## config.mk

```make
export PLATFORM = sky130hd
export DESIGN_NAME = dual_timer_counter_mode_ctrl
export DESIGN_NICKNAME = d
export VERILOG_FILES = /design/src/rtl/timer_pkg.sv /design/src/rtl/dual_timer_counter_mode_ctrl.sv /design/src/rtl/timer_pin_sampler.sv
export VERILOG_INCLUDE_DIRS = /design/src /design/src/rtl
export SDC_FILE = /design/constraint.sdc
export NUM_CORES = 1
export LEC_CHECK = 0
export ABC_AREA = 1
export BUFFER_PORTS_ARGS = -buffer_cell sky130_fd_sc_hd__buf_2
export CAP_MARGIN = 20
export CORE_MARGIN = 2
export CORE_UTILIZATION = 23
export CTS_CLUSTER_DIAMETER = 100
export DETAILED_ROUTE_END_ITERATION = 6
export GPL_TIMING_DRIVEN = 1
export PLACE_DENSITY_LB_ADDON = 0.25
export SYNTH_ARGS = -nofsm -noshare
export SYNTH_HDL_FRONTEND = slang
export SYNTH_HIERARCHICAL = 1
export SYNTH_SLANG_ARGS = --single-unit
```

## constraint.sdc

```tcl
create_clock -name CLOCK_IN -period 4.79 [get_ports CLOCK_IN]
set_input_delay 0 -clock CLOCK_IN [delete_from_list [all_inputs] [get_ports CLOCK_IN]]
set_output_delay 0 -clock CLOCK_IN [all_outputs]
set_load 0.005 [all_outputs]
```

## src/rtl/timer_defs.svh

```systemverilog
// Register indices, field positions, reset values and timing counts
`ifndef TIMER_DEFS_SVH
`define TIMER_DEFS_SVH

// ----------------------------------------
// Register indices (byte address = 4 x index)
// ----------------------------------------
`define TMR_IDX_CTRL 10'h088
`define TMR_IDX_MODE 10'h089
`define TMR_IDX_LOW0 10'h08A
`define TMR_IDX_LOW1 10'h08B
`define TMR_IDX_HIGH0 10'h08C
`define TMR_IDX_HIGH1 10'h08D
`define TMR_IDX_STAT 10'h090
`define TMR_IDX_MASK 10'h091

// ----------------------------------------
// Mode register fields
// ----------------------------------------
`define TMR_GATE1 7
`define TMR_CT1 6
`define TMR_M1_HI 5
`define TMR_M1_LO 4
`define TMR_GATE0 3
`define TMR_CT0 2
`define TMR_M0_HI 1
`define TMR_M0_LO 0

// ----------------------------------------
// Control register fields
// ----------------------------------------
`define TMR_FLAG1 7
`define TMR_RUN1 6
`define TMR_FLAG0 5
`define TMR_RUN0 4

// ----------------------------------------
// Reset values and timing
// ----------------------------------------
`define TMR_MODE_RST 8'h00
`define TMR_BYTE_RST 8'h00
`define TMR_PERIPH_DIV 6

`endif

```

## src/rtl/timer_pkg.sv

```systemverilog
// Types shared by the timer/counter files
package timer_pkg;
	typedef enum logic [1:0] {
		MODE_PRESCALE13,
		MODE_FULL16,
		MODE_RELOAD8,
		MODE_SPLIT
	} tmr_mode_t;
endpackage

```

## src/rtl/dual_timer_counter_mode_ctrl.sv

```systemverilog
// Dual 16-bit timer/counter with shared mode register, Avalon-MM slave
//
// Added by the designer: the Avalon-MM slave port.
`timescale 1ns/1ps
`default_nettype none
`include "timer_defs.svh"
// How it works
// [RL1] Two counters, each a high and low byte forming sixteen bits.
// [RL2] Per-counter source select: bit 2 counter 0, bit 6 counter 1.
// [RL3] Internal timing advances once every six peripheral clocks.
// [RL4] External counting increments on each falling edge of own count pin.
// [RL5] Pin sampled once per machine cycle; edge is high then low sample.
// [RL6] Counter 1 gate bit 7: set means run needs gate pin high too.
// [RL7] Counter 0 gate bit 3 clear: runs on run bit alone.
// [RL8] Counter 1 mode bits 5:4: 13-bit, 16-bit, reload, halted.
// [RL9] Counter 0 mode bits 1:0 same encodings, reload from own high.
// [RL10] Counter 0 mode 11 splits into two independent 8-bit counters.
// [RL11] Enable is run bit and either gate clear or gate pin high.
// [RL12] Mode 00 counts 13 bits, flag on wrap from 1FFF to 0.
// [RL13] Mode 10 low byte wrap sets flag, reloads from high byte.
// [RL14] Split high byte counts machine cycles on counter 1 run bit and flag.
// [RL15] Mode 01 sets flag on 16-bit wrap and continues from zero.
// [RL16] Count byte writes act at once; mode changes from next count.
module dual_timer_counter_mode_ctrl #(
	parameter int DIV = `TMR_PERIPH_DIV
) (
	input wire logic CLOCK_IN,
	input wire logic RST_IN,
	input wire logic [11:0] AVS_ADDRESS_IN,
	input wire logic AVS_READ_IN,
	input wire logic AVS_WRITE_IN,
	input wire logic [31:0] AVS_WRITEDATA_IN,
	input wire logic [3:0] AVS_BYTEENABLE_IN,
	output var logic [31:0] AVS_READDATA_OUT,
	output var logic AVS_WAITREQUEST_OUT,
	input wire logic COUNT_PIN_ZERO_IN,
	input wire logic COUNT_PIN_ONE_IN,
	input wire logic GATE_PIN_ZERO_IN,
	input wire logic GATE_PIN_ONE_IN,
	output var logic IRQ_OUT
);
	// ----------------------------------------
	// Parameter check
	// ----------------------------------------
	if (DIV < 2 || DIV > 256) begin : g_bad_div
		$error("DIV must lie in 2..256");
	end

	// ----------------------------------------
	// Functions
	// ----------------------------------------
	function automatic logic hit(input logic [11:0] addr, input logic [9:0] idx);
		return addr[11:2] == idx;
	endfunction

	// One counting step: {overflow, high, low}
	function automatic logic [16:0] step(input timer_pkg::tmr_mode_t m, input logic [7:0] hi,
			input logic [7:0] lo);
		logic [16:0] r;
		r = {1'b0, hi, lo};
		case (m)
			timer_pkg::MODE_PRESCALE13: begin
				r[4:0] = lo[4:0] + 5'h01; // [RL12]
				if (&lo[4:0]) begin
					r[15:8] = hi + 8'h01;
					r[16] = &hi;
				end
			end
			timer_pkg::MODE_FULL16: begin
				r = {1'b0, hi, lo} + 17'h0_0001; // [RL15]
			end
			timer_pkg::MODE_RELOAD8: begin
				if (&lo) begin
					r = {1'b1, hi, hi}; // [RL13]
				end else begin
					r[7:0] = lo + 8'h01;
				end
			end
			timer_pkg::MODE_SPLIT: begin
				r[7:0] = lo + 8'h01; // [RL10]
				r[16] = &lo;
			end
			default: begin
				r = {1'b0, hi, lo};
			end
		endcase
		return r;
	endfunction

	// ----------------------------------------
	// Declarations
	// ----------------------------------------
	logic wait_r, req;
	logic bus_wr, bus_rd;
	logic [7:0] wd;
	logic [7:0] mode_r;
	logic run0_r, run1_r;
	logic flag0_r, flag1_r;
	logic [7:0] low0_r, high0_r;
	logic [7:0] low1_r, high1_r;
	logic [1:0] stat_r, stat_nxt;
	logic [1:0] mask_r;
	logic [7:0] pre_r;
	logic tick_r;
	logic [1:0] cnt_pin;
	logic [1:0] fall;
	logic [7:0] ctrl_val;
	timer_pkg::tmr_mode_t m0, m1;
	logic split0;
	logic en0, en1;
	logic inc0, inc1, inc0h;
	logic ovf0, ovf1;
	logic [16:0] st0, st1;

	// ----------------------------------------
	// Bus slave
	// ----------------------------------------
	// Fixed two-cycle access keeps read data registered
	assign req = AVS_READ_IN | AVS_WRITE_IN;
	assign bus_wr = AVS_WRITE_IN & ~wait_r & AVS_BYTEENABLE_IN[0];
	assign bus_rd = AVS_READ_IN & ~wait_r;
	assign wd = AVS_WRITEDATA_IN[7:0];
	assign AVS_WAITREQUEST_OUT = wait_r;

	always_ff @(posedge CLOCK_IN) begin
		if (RST_IN) begin
			wait_r <= 1'b1;
		end else begin
			wait_r <= ~(req & wait_r);
		end
	end

	always_comb begin
		ctrl_val = 8'h00;
		ctrl_val[`TMR_FLAG1] = flag1_r;
		ctrl_val[`TMR_RUN1] = run1_r;
		ctrl_val[`TMR_FLAG0] = flag0_r;
		ctrl_val[`TMR_RUN0] = run0_r;
	end

	always_ff @(posedge CLOCK_IN) begin
		if (RST_IN) begin
			AVS_READDATA_OUT <= 32'h0000_0000;
		end else if (req && wait_r) begin
			case (AVS_ADDRESS_IN[11:2])
				`TMR_IDX_CTRL: AVS_READDATA_OUT <= {24'h00_0000, ctrl_val};
				`TMR_IDX_MODE: AVS_READDATA_OUT <= {24'h00_0000, mode_r};
				`TMR_IDX_LOW0: AVS_READDATA_OUT <= {24'h00_0000, low0_r};
				`TMR_IDX_LOW1: AVS_READDATA_OUT <= {24'h00_0000, low1_r};
				`TMR_IDX_HIGH0: AVS_READDATA_OUT <= {24'h00_0000, high0_r};
				`TMR_IDX_HIGH1: AVS_READDATA_OUT <= {24'h00_0000, high1_r};
				`TMR_IDX_STAT: AVS_READDATA_OUT <= {30'h0000_0000, stat_r};
				`TMR_IDX_MASK: AVS_READDATA_OUT <= {30'h0000_0000, mask_r};
				default: AVS_READDATA_OUT <= 32'h0000_0000;
			endcase
		end
	end

	// ----------------------------------------
	// Configuration registers
	// ----------------------------------------
	always_ff @(posedge CLOCK_IN) begin
		if (RST_IN) begin
			mode_r <= `TMR_MODE_RST;
			run0_r <= 1'b0;
			run1_r <= 1'b0;
			mask_r <= 2'h0;
		end else begin
			if (bus_wr && hit(AVS_ADDRESS_IN, `TMR_IDX_MODE)) begin
				mode_r <= wd; // [RL16]
			end
			if (bus_wr && hit(AVS_ADDRESS_IN, `TMR_IDX_CTRL)) begin
				run0_r <= wd[`TMR_RUN0];
				run1_r <= wd[`TMR_RUN1];
			end
			if (bus_wr && hit(AVS_ADDRESS_IN, `TMR_IDX_MASK)) begin
				mask_r <= wd[1:0];
			end
		end
	end

	// ----------------------------------------
	// Machine cycle prescaler
	// ----------------------------------------
	always_ff @(posedge CLOCK_IN) begin
		if (RST_IN) begin
			pre_r <= 8'h00;
			tick_r <= 1'b0;
		end else begin
			pre_r <= (pre_r == 8'(DIV - 1)) ? 8'h00 : pre_r + 8'h01;
			tick_r <= (pre_r == 8'(DIV - 1)); // [RL3]
		end
	end

	assign cnt_pin = {COUNT_PIN_ONE_IN, COUNT_PIN_ZERO_IN};
	for (genvar g = 0; g < 2; g++) begin : g_pin
		timer_pin_sampler u_smp (
			.clk_in(CLOCK_IN),
			.rst_in(RST_IN),
			.tick_in(tick_r),
			.pin_in(cnt_pin[g]),
			.fall_out(fall[g])
		);
	end

	// ----------------------------------------
	// Count enables
	// ----------------------------------------
	assign m0 = timer_pkg::tmr_mode_t'(mode_r[`TMR_M0_HI:`TMR_M0_LO]); // [RL9]
	assign m1 = timer_pkg::tmr_mode_t'(mode_r[`TMR_M1_HI:`TMR_M1_LO]); // [RL8]
	assign split0 = (m0 == timer_pkg::MODE_SPLIT);
	assign en0 = run0_r & (~mode_r[`TMR_GATE0] | GATE_PIN_ZERO_IN); // [RL7] [RL11]
	// Split counter 0 takes run bit 1; counter 1 then runs on its gate alone
	assign en1 = (split0 | run1_r) & (~mode_r[`TMR_GATE1] | GATE_PIN_ONE_IN) // [RL6] [RL11]
		& (m1 != timer_pkg::MODE_SPLIT); // [RL8]
	assign inc0 = en0 & (mode_r[`TMR_CT0] ? fall[0] : tick_r); // [RL2] [RL4]
	assign inc1 = en1 & (mode_r[`TMR_CT1] ? fall[1] : tick_r); // [RL2] [RL4]
	assign inc0h = split0 & run1_r & tick_r; // [RL14]
	assign st0 = step(m0, high0_r, low0_r);
	assign st1 = step(m1, high1_r, low1_r);
	assign ovf0 = inc0 & st0[16];
	assign ovf1 = split0 ? (inc0h & (&high0_r)) : (inc1 & st1[16]); // [RL14]

	// ----------------------------------------
	// Count registers
	// ----------------------------------------
	always_ff @(posedge CLOCK_IN) begin
		if (RST_IN) begin
			low0_r <= `TMR_BYTE_RST;
			high0_r <= `TMR_BYTE_RST;
		end else begin
			if (bus_wr && hit(AVS_ADDRESS_IN, `TMR_IDX_LOW0)) begin
				low0_r <= wd; // [RL16]
			end else if (inc0) begin
				low0_r <= st0[7:0]; // [RL1]
			end
			if (bus_wr && hit(AVS_ADDRESS_IN, `TMR_IDX_HIGH0)) begin
				high0_r <= wd; // [RL16]
			end else if (inc0h) begin
				high0_r <= high0_r + 8'h01; // [RL10] [RL14]
			end else if (inc0 && !split0) begin
				high0_r <= st0[15:8];
			end
		end
	end

	always_ff @(posedge CLOCK_IN) begin
		if (RST_IN) begin
			low1_r <= `TMR_BYTE_RST;
			high1_r <= `TMR_BYTE_RST;
		end else begin
			if (bus_wr && hit(AVS_ADDRESS_IN, `TMR_IDX_LOW1)) begin
				low1_r <= wd; // [RL16]
			end else if (inc1) begin
				low1_r <= st1[7:0]; // [RL1]
			end
			if (bus_wr && hit(AVS_ADDRESS_IN, `TMR_IDX_HIGH1)) begin
				high1_r <= wd; // [RL16]
			end else if (inc1) begin
				high1_r <= st1[15:8];
			end
		end
	end

	// ----------------------------------------
	// Overflow flags
	// ----------------------------------------
	// Hardware set beats a software clear in the same cycle
	always_ff @(posedge CLOCK_IN) begin
		if (RST_IN) begin
			flag0_r <= 1'b0;
			flag1_r <= 1'b0;
		end else begin
			if (ovf0) begin
				flag0_r <= 1'b1; // [RL12] [RL13] [RL15]
			end else if (bus_wr && hit(AVS_ADDRESS_IN, `TMR_IDX_CTRL)) begin
				flag0_r <= wd[`TMR_FLAG0];
			end
			if (ovf1) begin
				flag1_r <= 1'b1; // [RL14] [RL15]
			end else if (bus_wr && hit(AVS_ADDRESS_IN, `TMR_IDX_CTRL)) begin
				flag1_r <= wd[`TMR_FLAG1];
			end
		end
	end

	// ----------------------------------------
	// Interrupt status
	// ----------------------------------------
	always_comb begin
		stat_nxt = stat_r;
		if (bus_rd && hit(AVS_ADDRESS_IN, `TMR_IDX_STAT)) begin
			stat_nxt = stat_r & ~AVS_READDATA_OUT[1:0]; // Clear only what was reported, no event lost
		end
		stat_nxt = stat_nxt | {ovf1, ovf0};
	end

	always_ff @(posedge CLOCK_IN) begin
		if (RST_IN) begin
			stat_r <= 2'h0;
			IRQ_OUT <= 1'b0;
		end else begin
			stat_r <= stat_nxt;
			IRQ_OUT <= |(stat_r & mask_r);
		end
	end
endmodule
`default_nettype wire

```

## src/rtl/timer_pin_sampler.sv

```systemverilog
// Count pin sampler: one sample per machine cycle, falling edge pulse
`timescale 1ns/1ps
`default_nettype none
module timer_pin_sampler (
	input wire logic clk_in,
	input wire logic rst_in,
	input wire logic tick_in,
	input wire logic pin_in,
	output var logic fall_out
);
	logic samp_r;

	// ----------------------------------------
	// Sampling
	// ----------------------------------------
	// Reset low so a pin held low at start gives no false edge
	always_ff @(posedge clk_in) begin
		if (rst_in) begin
			samp_r <= 1'b0;
			fall_out <= 1'b0;
		end else begin
			if (tick_in) begin
				samp_r <= pin_in;
			end
			fall_out <= tick_in & samp_r & ~pin_in; // [RL5]
		end
	end
endmodule
`default_nettype wire

```

# Yosys cells after proc, flatten, opt, wreduce, memory -nomap -nowiden

Index checks and enable logic that the tools add are counted.

Bits in registers: 95
Output and inout bits: 34
Word-level logic and storage cells: 150

Add/sub/neg operators: 9
Equal/unequal tests: 20
Muxes and demuxes: 32
Bitwise operators: 32
Reductions and logical operators: 35

Operator list:

| operator                                        | count |
|---|---|
| 2-to-1 mux 8 bit                                | 11 |
| == test 10 x 8 -> 1 bit (second input constant) | 8 |
| one-hot mux 8 bit (8 select lines)              | 1 |
| one-hot mux 8 bit (3 select lines)              | 2 |
| adder 8 x 1 -> 8 bit (second input constant)    | 5 |
| one-hot mux 5 bit (4 select lines)              | 2 |
| 2-to-1 mux 9 bit                                | 4 |
| adder 16 x 1 -> 17 bit (second input constant)  | 2 |
| AND reduction 8 bit                             | 4 |
| bitwise AND 1 bit                               | 18 |
| one-hot mux 3 bit (3 select lines)              | 2 |
| nonzero test 4 bit                              | 3 |
| adder 5 x 1 -> 5 bit (second input constant)    | 2 |
| logical AND 1 bit                               | 10 |
| AND reduction 5 bit                             | 2 |
| nonzero test 2 bit                              | 5 |
| == test 2 bit (second input constant)           | 4 |
| == test 8 x 3 -> 1 bit (second input constant)  | 1 |
| one-hot mux 1 bit (4 select lines)              | 2 |
| AND reduction 4 bit                             | 2 |
| 2-to-1 mux 1 bit                                | 7 |
| inequality test 3 bit (second input constant)   | 2 |
| NOT 1 bit                                       | 6 |
| nonzero test 3 bit                              | 2 |
| other kinds (12)                                | 21 |

# Longest topological paths before layout

Gate-level depths: netlist of the first run.

Word-level depth: 8
Gate-level depth with buffers: 12

# Hierarchy

The synthesis of the first run kept the hierarchy.

By module, submodules not included:

| module                       | instances | cells an instance | area each (um2) | sequential area each (um2) |
|---|---|---|---|---|
| dual_timer_counter_mode_ctrl | 1         | 849               | 5266.3          | 1341.3 |
| timer_pin_sampler            | 2         | 10                | 75.1            | 40.0 |

# Worst setup path after synthesis of the first run

OpenSTA, ideal clock, no wires.

Kind: reg2reg
Start: register mode_r[1]
End: register high0_r[5]
Library setup time: 0.118 ns
Data arrival time: 1.487 ns
Data required time: 4.672 ns
Setup slack: 3.186 ns
Cell stages (with the launch flop): 12
Period minus slack after synthesis: 1.604 ns
Cells stage by stage: dfxtp_1 -> inv_1 -> ha_1 -> buf_2 -> nor2_1 -> nor2_1 -> nand3_1 -> nand2_1 -> nand2_1 -> nand3_1 -> o211ai_1 -> nor2_1

Cells in the longest elaborated chain, start to end: 5

RTL lines:

| what                                                                            | RTL line                            | RTL |
|---|---|---|
| start, declared                                                                 | dual_timer_counter_mode_ctrl.sv:96  | `logic [7:0] mode_r;` |
| start signal, assigned                                                          | dual_timer_counter_mode_ctrl.sv:164 | `` mode_r <= `TMR_MODE_RST; `` |
| start signal, assigned                                                          | dual_timer_counter_mode_ctrl.sv:170 | `mode_r <= wd;` |
| == test 2 bit, or another cell as far along                                     | dual_timer_counter_mode_ctrl.sv:211 | `assign split0 = (m0 == timer_pkg::MODE_SPLIT);` |
| bitwise AND 1 bit, or another cell as far along (2 in a row)                    | dual_timer_counter_mode_ctrl.sv:218 | `assign inc0h = split0 & run1_r & tick_r;` |
| inequality test 4 bit (no source line), or another cell as far along            | -                                   |  |
| AND reduction 4 bit (no source line) / 2-to-1 mux 8 bit (equally long branches) | -                                   |  |
| end signal, assigned                                                            | dual_timer_counter_mode_ctrl.sv:230 | `` high0_r <= `TMR_BYTE_RST; `` |
| end signal, assigned                                                            | dual_timer_counter_mode_ctrl.sv:238 | `high0_r <= wd;` |
| end signal, assigned                                                            | dual_timer_counter_mode_ctrl.sv:240 | `high0_r <= high0_r + 8'h01;` |
| end, declared                                                                   | dual_timer_counter_mode_ctrl.sv:99  | `logic [7:0] low0_r, high0_r;` |

Several ways; a longest one is shown, not always the timed one. The select of a mux whose other input is x is not followed.
A chain may end at the register's enable or synchronous reset.

# Worst setup path after layout of the first run

Start: register mode_r[1]
End: register high0_r[4]

The elaborated chain is that of the path after synthesis.

==> results of run 1 <==
[logic make-up after synthesis]
| logic type | share of synthesized area, % |
|---|---|
| AO/OA/AOI/OAI | 16.3 |
| adder cells (fa/ha/maj) | 3.47 |
| flip-flops | 26.2 |
| buffers and inverters | 13.6 |
| other | 0.0692 |
| AND/OR/NAND/NOR | 39.1 |
| XOR/XNOR | 1.29 |
[metrics by stage]
| stage | cells | worst slack, ns | cell area [um2] |
|---|---|---|---|
| CTS | 1223 | 2.71 | 6100 |
| finish | 1223 | 2.63 | 6100 |
| global route | 1223 | 2.53 | 6100 |
| global placement | 1206 | 2.71 | 5800 |
| floorplan | 892 | 3.19 | 5500 |
| detailed placement | 1206 | 2.65 | 5800 |
[what timing repair did]
item / in CTS / in global routing
endpoints found under the hold margin: 4 / 0
hold buffers: 2 / 0
resized for setup: 0 / 0
[where the power goes]
group	leakage, uW	switching, uW	internal, uW	total (uW)
Clock	0.000135	265	399	664
Combinational	0.00179	64.0	21.9	85.9
Sequential	0.000573	3.64	594	598
[cell usage after synthesis, types with 5 or more instances]
cell type | number | share of area, %
xor2_1 | 5 | 0.81
o211ai_1 | 8 | 1.1
nor2_4 | 6 | 1.2
nand3_1 | 83 | 7.7
o21ai_0 | 58 | 5.4
nor2_1 | 124 | 8.6
nor3_1 | 7 | 0.65
buf_2 | 5 | 0.46
buf_4 | 26 | 3.6
dfxtp_1 | 71 | 26
o21ai_1 | 9 | 0.83
nand4_1 | 19 | 2.2
nand2_1 | 178 | 12
a211oi_1 | 5 | 0.69
nor2_2 | 7 | 0.81
ha_1 | 15 | 3.5
nand2_2 | 9 | 1.0
inv_1 | 112 | 7.8
a21oi_1 | 57 | 5.3
o221ai_1 | 5 | 0.81
clkbuf_1 | 6 | 0.42
nand3_2 | 8 | 1.5
o21bai_1 | 7 | 0.97
[cell type report]
cell class	instances	share of cell area, %
multi-input combinational	661	54.8
sequential	71	23.3
inverter	117	7.20
tap	319	6.54
clock buffer	11	3.81
timing repair buffer	40	3.53
clock inverter	4	0.779
[registers in the layout (all words and copies together) (netlist names)]
| signal | flops |
|---|---|
| AVS_READDATA_OUT | 8 |
| AVS_WAITREQUEST_OUT | 1 |
| IRQ_OUT | 1 |
| flag0_r | 1 |
| flag1_r | 1 |
| g_pin.u_smp/fall_out | 2 |
| g_pin.u_smp/samp_r | 2 |
| high0_r | 8 |
| high1_r | 8 |
| low0_r | 8 |
| low1_r | 8 |
| mask_r | 2 |
| mode_r | 8 |
| pre_r | 8 |
| run0_r | 1 |
| run1_r | 1 |
| stat_r | 2 |
| tick_r | 1 |
[tightest hold or removal path: stages]
cell	delay, ns
buf_2	0.10
nand4_1	0.10
nand2_1	0.07
a21oi_1	0.06
[layout by cell type (no fill, tap or decap), types with 15 or more instances in the layout]
master   Yosys  final
buf_2        5     36
dfxtp_1     71     71
nand2_1    178    178
inv_1      112    112
nand4_1     19     19
conb_1       1     24
o21ai_0     58     58
ha_1        15     15
a21oi_1     57     57
nand3_1     83     83
nor2_1     124    124
[worst max-delay path by stage]
| stage | startpoint | endpoint | cells after the start |
|---|---|---|---|
| after floorplan | mode_r[1] | high0_r[5] | 11 |
| after global placement | AVS_ADDRESS_IN[8] | high0_r[3] | 10 |
| after detailed placement | AVS_ADDRESS_IN[8] | high0_r[7] | 10 |
| after CTS | mode_r[1] | high0_r[4] | 11 |
| after global routing | mode_r[1] | high0_r[4] | 11 |
| final | mode_r[1] | high0_r[4] | 8 |
[per-layer routing]
metal	share of wire, %	GRT usage, %	routed length, um
met1	49	21.2	8980
met3	4.9	1.90	902
met4	2.3	6.02	422
met2	44	24.2	8110
met5	0	0	0
==> results.yml, run 1 <==
grt:
  grt_antenna_before_repair: 0
  overflow: 0
  grtUsageTotal_pct: 15.3
  grt_pass1_vias: 5273
  grt_pass1_wl_mm: 29.2
  grt_max_degree: 35
worst_setup_path:
  path_max_fanout: 8
  path_cells: "ha_1 -> nand3_1 -> nand2_1 -> nand2_1 -> nand3_1 -> o21ai_1 -> nor2_1 -> nor2_1"
  critical-path-top-delay-family: "simple AND/OR/NAND/NOR gates"
  cp-start-kind: "flip-flop"
  r2r_end: "high0_r[4]"
  critPathBufInv: 0
  slowest_delay_ns: 0.39
  crit_path_end_kind: "flip-flop"
  r2r_start: "mode_r[1]"
  cp.arrival_ns: 2.36
  cp.required_ns: 4.99
  crit_type: "flip-flop to flip-flop"
  ff2ff_path_depth: 8
  slowest_stage: "dfxtp_1"
  worst-r2r-setup-slack_ns: 2.63
hold_path:
  hp-class: "primary input to flip-flop"
  min_from: "AVS_READ_IN"
  hold_end: "stat_r[0]"
  whs_path_depth: 4
sta:
  rsz0062_at_grt: "false"
  setup_viol: 0
  slew_violations: 0
  fin_crit_sh_pct: 45.1
  min_period_ns: 2.16
  worst_clock_skew_ns: 0.00632
  whs_ns: 0.0320
  fmax_ghz: 0.463
  hold_viol_final: 0
  slew-limit-headroom_pct: 52.0
  fin_setup_tns_ns: 0
  tightest_slew_ns: 0.719
final_layout:
  drive_gt1_share_pct: 10.7
  regArea_mm2: 0.00142
  nNetsFinal: 971
  syn2layout_area_growth_pct: 12.6
  antenna_cells: 0
  utilization_pct: 26.2
  multi_input_area_mm2: 0.00335
  fill_cells: 2678
power_and_ir_drop:
  power_density_mw_per_mm2: 221
  vdd_drop_max_mv: 0.161
  p_leak_uw: 0.00250
  p_total_uw: 1350
cts:
  post_cts_buffers: 0
  cts_tree: "done"
  clockRootBuffer: "clkbuf_16"
  clk_pin_slew_ns: 0.06
  clkSinkCount: 71
  clock_latency_ns: 0.35
  htreeDepth: 3
  numCtsBuffers: 9
  cts_buffer_depth: 2
synth:
  netlist_instances: 869
  synth_cell_types: 45
  async_flop_share_pct: 0
  ys_ff_latch: 71
  synth_edf_count: 0
  ys_warn_count: 6
  yosysSeqAreaShare_pct: 26.2
  synth_area_mm2: 0.00542
  ys_dominant_reg_cell: "dfxtp_1"
  syn_area_per_cell_um2: 6.23
detailed_routing:
  dr_total_vias: 5616
  post_drt_wl_per_cell_um: 15.0
  drt_first_iter_violations: 394
  drc: 0
  drt_wl_total_mm: 18.4
  ant_nets: 0
  first_pass_iters: 5
  vias_per_cell: 4.59
place:
  portBuffers: 36
  hpwl_mm: 14.0
  gp_congestion: 0.878
floorplanning:
  num_rows: 56
  die_area_mm2: 0.0248
  die_w_um: 157
  io_pins: 90
  die_y_um: 157
  core_mm2: 0.0233
  initial_utilization_pct: 23.3
run_status:
  status: "finished clean"
job:
  drv_cap: 0
Power figures use the tool's default switching activity.
==> inputs of run 2 (changes only) <==
- clock period: 4.79 -> 1.8 ns (I/O delays scaled with it)
==> run 2 against run 1 <==
Sequential power rose to 2.7 times the previous value. First-iteration DRC count fell by 9.6%. Core utilization is 2.7 points higher. Clock-buffer cell count is 2 higher. Global-route usage up 0.33 points. Combinational power increased to 2.7 times the previous value. Via count rose by 4.2%. Clock power grew to 2.8 times the previous value. Clock skew is 0.0035 ns higher. Design area is 10% higher. Total power grew to 2.7 times the previous value.
==> results.yml, run 2 (synthesis results as in run 1) <==
run_status:
  status: "finished clean"
sta:
  fmax_ghz: 0.595
  setup_viol: 0
  min_period_ns: 1.68
  fin_setup_tns_ns: 0
  worst_clock_skew_ns: 0.00983
  slew_violations: 0
  rsz0062_at_grt: "true"
  hold_viol_final: 0
  fin_crit_sh_pct: 93.4
floorplanning:
  io_pins: 90
  initial_utilization_pct: 23.3
  die_area_mm2: 0.0248
  die_y_um: 157
  die_w_um: 157
  core_mm2: 0.0233
  num_rows: 56
power_and_ir_drop:
  combPwrFrac_pct: 6.4
  seqPwrFrac_pct: 43.5
  vdd_drop_max_mv: 0.439
  clockPowerShare_pct: 50.1
  swShare_pct: 24.6
  p_int_uw: 2760
  power_density_mw_per_mm2: 544
  netSwitchingPower_uw: 901
  p_total_uw: 3660
  p_leak_uw: 0.00283
final_layout:
  antenna_cells: 0
  regArea_mm2: 0.00142
  drive_gt1_share_pct: 19.3
  syn2layout_area_growth_pct: 24.1
  final_common_cell: "nand2_1"
  final_area_mm2: 0.00672
  final_cell_mix: "nand2_1, nor2_1, inv_1"
  fill_cells: 2669
  nNetsFinal: 1035
  multi_input_area_mm2: 0.00346
detailed_routing:
  vias_per_cell: 4.54
  drt_wl_total_mm: 19.2
  drc: 0
  post_drt_wl_per_cell_um: 14.9
  first_pass_iters: 5
  drt_first_iter_violations: 356
  dr_total_vias: 5850
  ant_nets: 0
cts:
  clockRootBuffer: "clkbuf_16"
  clk_pin_slew_ns: 0.06
  numCtsBuffers: 9
  cts_tree: "done"
  cts_buffer_depth: 2
  htreeDepth: 3
  clock_latency_ns: 0.35
  clkSinkCount: 71
job:
  drv_cap: 0
grt:
  overflow: 0
  grt_max_degree: 35
  grt_pass1_wl_mm: 29.7
  grt_pass1_vias: 5333
  grtUsageTotal_pct: 15.7
  grt_antenna_before_repair: 0
worst_setup_path:
  slowest_delay_ns: 0.38
  cp.required_ns: 2.08
  crit_cells: 9
  critPathBufInv: 0
  path_cells: "ha_2 -> nor2_1 -> nor2_1 -> nand3_2 -> a21oi_4 -> nand2_1 -> nand2_2 -> o21bai_1 -> a21oi_1"
  ff2ff_path_depth: 9
  critical-path-top-delay-family: "simple AND/OR/NAND/NOR gates"
  cp-start-kind: "flip-flop"
  path_max_fanout: 6
  crit_path_end_kind: "flip-flop"
  cpMostUsedCell: "nor2_1"
  slowest_stage: "dfxtp_1"
  crit_type: "flip-flop to flip-flop"
  cp.arrival_ns: 1.96
hold_path:
  whs_path_depth: 4
  hp-class: "primary input to flip-flop"
place:
  portBuffers: 36
  hpwl_mm: 14.9
  gp_congestion: 0.894
  placed_area_mm2: 0.00628
==> run 2: final timing paths <==
check	start	to	slack, ns
max reg2reg	mode_r[0]	high1_r[6]	0.12
min reg2reg	g_pin[1].u_smp/samp_r	g_pin[1].u_smp/fall_out	0.44
min	AVS_READ_IN	stat_r[0]	0.02
max	mode_r[0]	high1_r[6]	0.12
==> run 2: what timing repair did <==
action / in CTS / in global routing
endpoints found under the setup margin: 0 / 33
hold buffers: 2 / 0
resized for setup: 0 / 34
hold endpoints to repair: 4 / 0
setup buffers: 0 / 2
==> run 2: cell type report <==
class / instances / share of cell area, %
clock buffers: 13 / 3.72
clock inverters: 3 / 0.633
inverters: 117 / 6.57
multi-input cells: 661 / 51.4
flip-flops and latches: 71 / 21.2
well taps: 319 / 5.94
repair buffers: 104 / 10.5
==> run 2: per-layer routing <==
metal,wire length [um],vias to the layer above,global-route usage (%)
met1,9410,2682,21.9
met4,276,0,4.37
met5,0,-,0
met3,1030,18,2.34
li1,-,2984,-
met2,8440,166,25.0
==> run 2: worst min-delay path: stages <==
cell and delay (ns):
buf_2 0.10, nand4_1 0.09, nand2_1 0.06, a21oi_1 0.06
==> run 2: power by group through the flow <==
| stage | Clock (uW) | Combinational (uW) | Sequential [uW] |
|---|---|---|---|
| after floorplan | 0 | 159 | 1620 |
| after global placement | 0 | 233 | 1620 |
| after detailed placement | 0 | 234 | 1620 |
| after CTS | 1880 | 238 | 1590 |
| after global routing | 1940 | 260 | 1590 |
| final | 1830 | 235 | 1590 |
==> run 2: stage by stage <==
| step | std cells | setup slack (ns) | utilization, % | hold WS, ns |
|---|---|---|---|---|
| after floorplan | 892 | 0.196 | - | 0.148 |
| after global placement | 1268 | 0.0675 | 27.0 | 0.279 |
| after detailed placement | 1268 | 0.0360 | 27.0 | 0.272 |
| after CTS | 1286 | 0.0196 | 28.3 | 0.00917 |
| after global routing | 1288 | -0.0517 | 28.9 | 0.0549 |
| final | 1288 | 0.119 | 28.9 | 0.0237 |
